$ cat config.mk
export PLATFORM = sky130hd
export DESIGN_NAME = cpc_chip_protection_control
export DESIGN_NICKNAME = d
export VERILOG_FILES = /design/src/cpc_pkg.sv /design/src/cpc_chip_protection_control.sv /design/src/cpc_sticky_byte.sv
export VERILOG_INCLUDE_DIRS = /design/src /design/src/src
export SDC_FILE = /design/constraint.sdc
export NUM_CORES = 1
export LEC_CHECK = 0
export BUFFER_PORTS_ARGS = -buffer_cell sky130_fd_sc_hd__buf_2
export CORE_UTILIZATION = 36
export DETAILED_ROUTE_END_ITERATION = 10
export GPL_TIMING_DRIVEN = 0
export HOLD_SLACK_MARGIN = 0.12
export PLACE_DENSITY = 0.71
export SETUP_SLACK_MARGIN = 0.02
export SLEW_MARGIN = 20
export SYNTH_ARGS = -nofsm -noshare
export SYNTH_HDL_FRONTEND = slang
export SYNTH_SLANG_ARGS = --single-unit
$ cat constraint.sdc
create_clock -name sys_clk_i -period 0.8 [get_ports sys_clk_i]
set_input_delay 0.24 -clock sys_clk_i [delete_from_list [all_inputs] [get_ports sys_clk_i]]
set_output_delay 0.24 -clock sys_clk_i [all_outputs]
set_load 0.02 [all_outputs]
$ cat src/cpc_cfg.svh
// constants for the chip protection control block
// assumes inclusion by bare name from the bench and the two src modules
`ifndef CPC_CFG_SVH
`define CPC_CFG_SVH
`define CPC_SFR_ADDR      8'hda
`define CPC_BIT_NVM_LOCK  7
`define CPC_BIT_DBG_OFF   6
`define CPC_BIT_RSVD      5
`define CPC_BIT_OTP_LOCK  4
`define CPC_BIT_NVM_WR    3
`define CPC_LVL_MSB       2
`define CPC_RESET_VAL     8'h20
`define CPC_WR_MASK       8'hdf
`define CPC_OTP_BLANK     8'h00
`define CPC_LVL_FACTORY   3'h1
`define CPC_LVL_USER      3'h3
`define CPC_LVL_RUN       3'h7
`endif

$ cat src/cpc_pkg.sv
// types shared by the chip protection control block
// assumes cpc_cfg.svh is on the include path
package cpc_pkg;
  typedef logic [7:0] cpc_byte_t;
  typedef logic [2:0] cpc_level_t;
endpackage : cpc_pkg

$ cat src/cpc_chip_protection_control.sv
// chip protection control byte register and its lock gating
// assumes boot loader, nvm, otp and debug port logic live outside
//
// How it works
// - boot loader strobes the stored nvm value into the register at 0xda
// - software write of one sets a bit, zero leaves it unchanged
// - only power-on reset clears bits (shutdown wake clears bit 6 alone), boot reloads them
// - writes touch the live byte only, no path back to nvm
// - bit 7 set blocks every nvm read and write
// - debug disable bit 6 clears only on power-on reset or shutdown wake
// - debug disable set makes the two-wire debug port refuse all access
// - otp lock bit 4 disables the store and forces reads to 0x00
// - nvm write lock bit 3 counts only at run level 3'b11x
// - bits 2:0 are the set-only program level 001/011/111
//
// timing seen from the processor side:
//   write: strobe, address and data sampled on one rising edge; the
//   live byte holds the new bits from that same edge on
//   read: strobe and address sampled on one rising edge; data and the
//   select flag stand for exactly one cycle after that edge
//   grants: every grant output is the request of the previous cycle
//   gated by the locks of the previous cycle, so a lock written in
//   cycle n first blocks a request sampled in cycle n+1
//
// limitations:
//   unoccupied addresses are not decoded; a read there returns zero
//   with the select flag low, a write there is dropped
//   the reserved bit is stored as one by reset and never written, the
//   read view pins it to one regardless
//   the debug disable bit has its own flop because a second reset
//   (shutdown wake) clears it; the copy inside the sticky byte is unused
`include "cpc_cfg.svh"
module cpc_chip_protection_control
  import cpc_pkg::*;
(
  input  wire logic       sys_clk_i,       // processor clock, 100 MHz
  input  wire logic       arst_n_i,        // main power-on reset, low
  input  wire logic       wake_rst_n_i,    // wake-from-shutdown reset, low
  input  wire logic       boot_load_i,     // boot loader load strobe
  input  wire cpc_byte_t  boot_val_i,      // protection byte from nvm
  input  wire logic [7:0] sfr_addr_i,      // direct sfr address
  input  wire logic       sfr_wr_i,        // sfr write strobe
  input  wire logic       sfr_rd_i,        // sfr read strobe
  input  wire cpc_byte_t  sfr_wdata_i,     // sfr write data
  output cpc_byte_t       sfr_rdata_o,     // sfr read data
  output logic            sfr_sel_o,       // read data valid for this byte
  input  wire logic       nvm_rd_req_i,    // nvm read request
  input  wire logic       nvm_wr_req_i,    // nvm write request
  output logic            nvm_rd_ok_o,     // nvm read allowed
  output logic            nvm_wr_ok_o,     // nvm write allowed
  input  wire logic       otp_rd_req_i,    // otp read request
  input  wire cpc_byte_t  otp_rdata_i,     // raw otp data
  output logic            otp_en_o,        // otp store enable
  output cpc_byte_t       otp_rdata_o,     // gated otp data
  input  wire logic       dbg_req_i,       // debug port access request
  output logic            dbg_ok_o,        // debug access accepted
  output cpc_level_t      program_level_o  // chip program level
);
  cpc_byte_t  live;
  logic       dbg_off_reg;
  logic       dbg_off_next;
  logic       reg_hit;
  logic       sw_wr;
  logic       run_level;
  logic       nvm_lock;
  logic       nvm_wr_lock;
  logic       otp_lock;
  cpc_byte_t  rd_view;
  cpc_byte_t  rdata_reg;
  logic       sel_reg;
  logic       nvm_rd_ok_reg;
  logic       nvm_wr_ok_reg;
  logic       otp_en_reg;
  cpc_byte_t  otp_rdata_reg;
  logic       dbg_ok_reg;
  logic       dbg_rst_n;

  // address decode; only the exact byte address is ours
  assign reg_hit = (sfr_addr_i == `CPC_SFR_ADDR);
  assign sw_wr   = sfr_wr_i & reg_hit;

  // boot load and software write both or into the same sticky byte;
  // nothing here writes back to nvm
  cpc_sticky_byte u_sticky (
    .sys_clk_i (sys_clk_i),
    .arst_n_i  (arst_n_i),
    .set_i     (boot_load_i | sw_wr),
    .set_val_i (boot_load_i ? (boot_val_i | (sw_wr ? sfr_wdata_i : 8'h00))
                            : sfr_wdata_i),
    .val_o     (live)
  );

  // debug disable also cleared by shutdown wake, kept apart for that
  assign dbg_off_next = dbg_off_reg
    | (sw_wr & sfr_wdata_i[`CPC_BIT_DBG_OFF])
    | (boot_load_i & boot_val_i[`CPC_BIT_DBG_OFF]);

  // both resets merged into one async clear; the flop then has a single
  // reset pin, which keeps the two reset trees from racing each other
  assign dbg_rst_n = arst_n_i & wake_rst_n_i;

  always_ff @(posedge sys_clk_i or negedge dbg_rst_n) begin
    if (!dbg_rst_n) begin
      dbg_off_reg <= 1'b0;
    end else begin
      dbg_off_reg <= dbg_off_next;
    end
  end

  // lock decode
  assign run_level   = (live[`CPC_LVL_MSB:1] == 2'h3);
  assign nvm_lock    = live[`CPC_BIT_NVM_LOCK];
  assign nvm_wr_lock = live[`CPC_BIT_NVM_WR] & run_level;
  assign otp_lock    = live[`CPC_BIT_OTP_LOCK];

  // read view: reserved bit pinned to one, debug bit from its own flop
  assign rd_view = {live[`CPC_BIT_NVM_LOCK], dbg_off_reg, 1'b1,
                    live[4:0]};

  // registered outputs; grants lag requests by one cycle
  always_ff @(posedge sys_clk_i or negedge arst_n_i) begin
    if (!arst_n_i) begin
      rdata_reg     <= 8'h00;
      sel_reg       <= 1'b0;
      nvm_rd_ok_reg <= 1'b0;
      nvm_wr_ok_reg <= 1'b0;
      otp_en_reg    <= 1'b0;
      otp_rdata_reg <= `CPC_OTP_BLANK;
      dbg_ok_reg    <= 1'b0;
    end else begin
      rdata_reg     <= (sfr_rd_i & reg_hit) ? rd_view : 8'h00;
      sel_reg       <= sfr_rd_i & reg_hit;
      nvm_rd_ok_reg <= nvm_rd_req_i & ~nvm_lock;
      nvm_wr_ok_reg <= nvm_wr_req_i & ~nvm_lock & ~nvm_wr_lock;
      otp_en_reg    <= ~otp_lock;
      otp_rdata_reg <= (otp_rd_req_i & ~otp_lock) ? otp_rdata_i
                                                  : `CPC_OTP_BLANK;
      dbg_ok_reg    <= dbg_req_i & ~dbg_off_reg;
    end
  end

  assign sfr_rdata_o     = rdata_reg;
  assign sfr_sel_o       = sel_reg;
  assign nvm_rd_ok_o     = nvm_rd_ok_reg;
  assign nvm_wr_ok_o     = nvm_wr_ok_reg;
  assign otp_en_o        = otp_en_reg;
  assign otp_rdata_o     = otp_rdata_reg;
  assign dbg_ok_o        = dbg_ok_reg;
  assign program_level_o = live[`CPC_LVL_MSB:0];

  // checks
  a_nvm_lock_block: assert property (@(posedge sys_clk_i) disable iff (!arst_n_i)
    nvm_lock |=> !nvm_rd_ok_o && !nvm_wr_ok_o)
    else $error("nvm access granted while locked");
  a_dbg_refuse: assert property (@(posedge sys_clk_i) disable iff (!arst_n_i)
    dbg_off_reg |=> !dbg_ok_o)
    else $error("debug access granted while disabled");
  a_dbg_sticky: assert property (@(posedge sys_clk_i)
    disable iff (!arst_n_i || !wake_rst_n_i)
    dbg_off_reg |=> dbg_off_reg)
    else $error("debug disable cleared by software");
  a_otp_zero: assert property (@(posedge sys_clk_i) disable iff (!arst_n_i)
    otp_lock |=> otp_rdata_o == 8'h00 && !otp_en_o)
    else $error("otp data visible while locked");
  a_wr_lock_level: assert property (@(posedge sys_clk_i) disable iff (!arst_n_i)
    (nvm_wr_req_i && !nvm_lock && !run_level) |=> nvm_wr_ok_o)
    else $error("write lock applied outside run level");
  a_wr_lock_run: assert property (@(posedge sys_clk_i) disable iff (!arst_n_i)
    (live[3] && run_level) |=> !nvm_wr_ok_o)
    else $error("nvm write granted at run level while locked");
  a_sw_set_bit: assert property (@(posedge sys_clk_i) disable iff (!arst_n_i)
    (sw_wr && sfr_wdata_i[7]) |=> live[7])
    else $error("write of one did not set bit");
  a_boot_load: assert property (@(posedge sys_clk_i) disable iff (!arst_n_i)
    boot_load_i |=>
      (live & $past(boot_val_i) & 8'hdf) == ($past(boot_val_i) & 8'hdf))
    else $error("boot value not loaded");
  a_rsvd_one: assert property (@(posedge sys_clk_i) disable iff (!arst_n_i)
    (sfr_rd_i && reg_hit) |=> sfr_rdata_o[5] && sfr_sel_o)
    else $error("reserved bit not read as one");
  a_level_sticky: assert property (@(posedge sys_clk_i) disable iff (!arst_n_i)
    ($past(live[2:0]) & ~live[2:0]) == 3'h0)
    else $error("program level bit cleared");
  // a write of zeros must leave every bit alone; ones only add bits
  a_wr_or_only: assert property (@(posedge sys_clk_i) disable iff (!arst_n_i)
    (sw_wr && !boot_load_i) |=>
      live == ($past(live) | ($past(sfr_wdata_i) & 8'hdf)))
    else $error("write did not or into the live byte");
  // open locks must not swallow requests
  a_nvm_rd_open: assert property (@(posedge sys_clk_i) disable iff (!arst_n_i)
    (nvm_rd_req_i && !nvm_lock) |=> nvm_rd_ok_o)
    else $error("nvm read refused while unlocked");
  a_dbg_open: assert property (@(posedge sys_clk_i) disable iff (!arst_n_i)
    (dbg_req_i && !dbg_off_reg) |=> dbg_ok_o)
    else $error("debug access refused while enabled");
  a_otp_pass: assert property (@(posedge sys_clk_i) disable iff (!arst_n_i)
    (otp_rd_req_i && !otp_lock) |=>
      (otp_en_o && otp_rdata_o == $past(otp_rdata_i)))
    else $error("otp data not passed while unlocked");
  // other addresses are not ours: no select, no data
  a_rd_miss: assert property (@(posedge sys_clk_i) disable iff (!arst_n_i)
    (sfr_rd_i && !reg_hit) |=> (!sfr_sel_o && sfr_rdata_o == 8'h00))
    else $error("read answered at a foreign address");

  c_boot_run: cover property (@(posedge sys_clk_i) disable iff (!arst_n_i)
    boot_load_i && boot_val_i[2:0] == `CPC_LVL_RUN);
  c_dbg_off: cover property (@(posedge sys_clk_i) disable iff (!arst_n_i)
    dbg_req_i && dbg_off_reg);
  c_otp_lock: cover property (@(posedge sys_clk_i) disable iff (!arst_n_i)
    otp_rd_req_i && otp_lock);
  c_rd_reg: cover property (@(posedge sys_clk_i) disable iff (!arst_n_i)
    sfr_rd_i && reg_hit);
  c_wake_clear: cover property (@(posedge sys_clk_i) disable iff (!arst_n_i)
    dbg_off_reg ##1 !dbg_off_reg);
endmodule : cpc_chip_protection_control

$ cat src/cpc_sticky_byte.sv
// sticky set-only byte: bits set by load or write, cleared only by reset
// assumes both strobes are single-cycle and synchronous to sys_clk_i
`include "cpc_cfg.svh"
module cpc_sticky_byte
  import cpc_pkg::*;
(
  input  wire logic      sys_clk_i,  // processor clock
  input  wire logic      arst_n_i,   // power-on reset, active low
  input  wire logic      set_i,      // or-in strobe
  input  wire cpc_byte_t set_val_i,  // bits to set
  output cpc_byte_t      val_o       // stored byte
);
  cpc_byte_t val_reg;
  cpc_byte_t val_next;

  // or-in only; zeros never clear anything
  assign val_next = set_i ? (val_reg | (set_val_i & `CPC_WR_MASK)) : val_reg;

  // only power-on reset returns bits to their reset value
  always_ff @(posedge sys_clk_i or negedge arst_n_i) begin
    if (!arst_n_i) begin
      val_reg <= `CPC_RESET_VAL;
    end else begin
      val_reg <= val_next;
    end
  end

  assign val_o = val_reg;

  a_never_clears: assert property (@(posedge sys_clk_i) disable iff (!arst_n_i)
    ($past(val_reg) & ~val_reg) == 8'h00)
    else $error("sticky bit cleared");
endmodule : cpc_sticky_byte
==> summary.txt <==
GRT
  – Grt ovf: 0
  – Met2 usage: 28.24%
  – M3 GR Usage: 1.786%
  – Antenna violations before repair: 0
  – First-pass GRT wire length: 4.057 mm
  – Vias in the first global route: 903
  – Largest net degree at the start of global routing: 28
  – GR peak layer: met2
  – GRT Util Overall: 16.50%
  – Met1 Usage GRT: 19.88%

Floorplanning
  – Die area: 0.003352 mm^2
  – Std-Cell Core Area: 0.002853 mm^2
  – Die Y: 57.90 um
  – Initial core utilization: 39.43%
  – Chip width: 57.90 um
  – # IOs: 66
  – FP Rows: 19

Detailed routing
  – Routed via count: 929
  – Post-DRT Antenna Nets: 0
  – Via density: 4.668
  – DRT Wirelength: 2.643 mm
  – Residual DRC count: 3
  – DR iter-0 viols: 8
  – Initial DRT Pass Iterations: 9
  – Wire length per cell: 13.28 um

Yosys
  – #FFs+latches synth: 27
  – Synth warn: 0
  – Post-synthesis sequential area ratio: 60.07%
  – Netlist cell types: 15
  – Syn Nets: 128
  – Syn Std Cell Area: 0.001125 mm^2
  – Synthesized area per cell: 13.08 um^2
  – Post-Synthesis Cells: 86

Finish
  – Area Growth Syn to Fin: 70.75%
  – Fillers: 197
  – Most common cell after layout, fill and taps aside: buf_2
  – Area of the multi-input gates: 424.2 um^2
  – Nets: 211
  – Most frequent cells in the layout: 38 x buf_2, 34 x buf_6, 26 x dfrtp_1
  – Finished Core Util: 67.32%
  – Seq. cell area: 676.9 um^2
  – Layout cells sized above 1: 64.29%
  – # diodes: 0

Clock network
  – H-tree depth: 1
  – CTS tree: yes
  – CTS buffer count: 3
  – Clock slew at reported path FFs: 140 ps
  – Root buffer cell: clkbuf_4
  – Worst skew pair latency: 320 ps
  – Clock Sinks: 27
  – CTS Buffer Depth: 2

Critical path
  – Worst R2R End: nvm_wr_ok_o$_DFF_PN0_
  – Crit Reg-Reg Startpoint: u_sticky.val_o[2]$_DFFE_PN0P_
  – R2R Setup Slk: -240 ps
  – Crit path DAT: 980 ps
  – Crit-path most repeated cell: buf_6
  – CP Capture Type: output port
  – CP max stage delay: 420 ps
  – Slowest cell on crit path: dfrtp_1
  – CP startpoint kind: flip-flop
  – WP data required: 560 ps
  – Reg2reg path depth: 4
  – CP Max Fanout: 2
  – CP Cell Sequence: buf_6 -> buf_6
  – Worst setup path start: u_sticky.val_o[1]$_DFFE_PN0P_
  – WS Path Type: flip-flop to output port

STA
  – Hold WS: -108.6 ps
  – Min setup slack post-route: -418.5 ps
  – Clock Skew: 4.159 ps
  – Worst slew pin tran: 568.9 ps
  – Relative slew margins: 62.07%
  – Total negative setup slack: -8525 ps
  – Max Freq: 0.8206 GHz
  – Minimum clock period: 1219 ps
  – Final slew viol count: 0
  – RSZ-0062 raised after global routing: yes
  – Final hold vios: 26
  – # setup viols final: 41
  – Fin crit share: 152.3%

Run status
  – Failing checks: design-rule violations, negative hold slack, negative setup slack
  – Status: finished with violations

Run
  – Max Cap Viol: 0

Placement
  – Dpl ws: -280.0 ps
  – PortBufs: 63
  – Gp weighted congestion: 0.7570

Min path
  – HP Class: primary input to async pin

Power and ir drop
  – Worst VDD drop: 0.6373 mV
  – LEAKAGE: 0.9517 nW
  – Power Dens Cells: 1141 mW/mm^2
[critical path, delay by kind of cell, from the launching register on]
kind,cells,cell delay (ps)
flip-flops,1,420
buffers and inverters,2,240
[cell usage after synthesis (all sizes together)]
master | number | share of area (%)
nor4 | 7 | 7.8
dfrtp | 27 | 60
nor3 | 1 | 0.44
nor2b | 3 | 1.7
nand4bb | 1 | 1.0
a21oi | 7 | 3.1
nand2 | 7 | 2.3
inv | 8 | 2.7
nand4b | 1 | 2.1
and2 | 9 | 5.0
o311a | 1 | 0.89
buf | 7 | 5.8
o31ai | 7 | 7.1
[area by class of cell]
class                      count  area share, %
sequential                    27          35.24
timing repair buffer          78          32.96
multi-input combinational     44          22.08
buffer                         7          4.560
tap                           31          2.020
inverter                       8          1.694
clock buffer                   3          1.173
clock inverter                 1         0.2606
[power breakdown]
group	total, mW	switching, mW	internal (mW)
Sequential	1.37	0.000349	1.37
Combinational	0.253	0.122	0.131
Clock	0.573	0.386	0.187
Total	2.19	0.508	1.68
[metrics by stage]
| step | cells | hold slack (ps) | instance area, um^2 | total power [mW] |
|---|---|---|---|---|
| after floorplan | 86 | -55.59 | 1136 | 1.448 |
| after global routing | 199 | -68.24 | 1921 | 2.293 |
| after detailed placement | 180 | 115.3 | 1490 | 1.585 |
| after global placement | 180 | 116.1 | 1490 | 1.580 |
| final | 199 | -108.6 | 1921 | 2.192 |
| after CTS | 194 | -101.9 | 1836 | 2.199 |
[worst max-delay path by stage]
stage	to	slack, ps
after floorplan	dbg_off_reg$_DFF_PN0_	-130
after global placement	u_sticky.val_o[4]$_DFFE_PN0P_	-260
after detailed placement	sfr_rdata_o[1]$_DFF_PN0_	-280
after CTS	sfr_rdata_o[5]	-420
after global routing	program_level_o[2]	-460
final	program_level_o[1]	-420
[layer usage]
layer	vias to the layer above	routed length (um)
met1	432	1022
met3	6	110
met4	0	70
met2	39	1440
li1	452	-
met5	-	0
[what timing repair did]
item	CTS	global route
hold endpoints to repair	34	31
gates cloned	1	0
pin swaps	10	4
resized for setup	65	10
hold buffers	4	3
endpoints found under the setup margin	39	46
buffers inserted	5	2
[cell families (layout without fill, tap and decap cells)]
| group | count (synthesis) | count (layout) | share of synthesized area, % |
|---|---|---|---|
| buffers and inverters | 15 | 97 | 8.454 |
| AOI/OAI and AO/OA | 15 | 15 | 11.12 |
| DFF | 27 | 27 | 60.07 |
| and+or+nand+nor | 29 | 29 | 20.36 |
No activity file was read; power rests on OpenSTA's default activity.
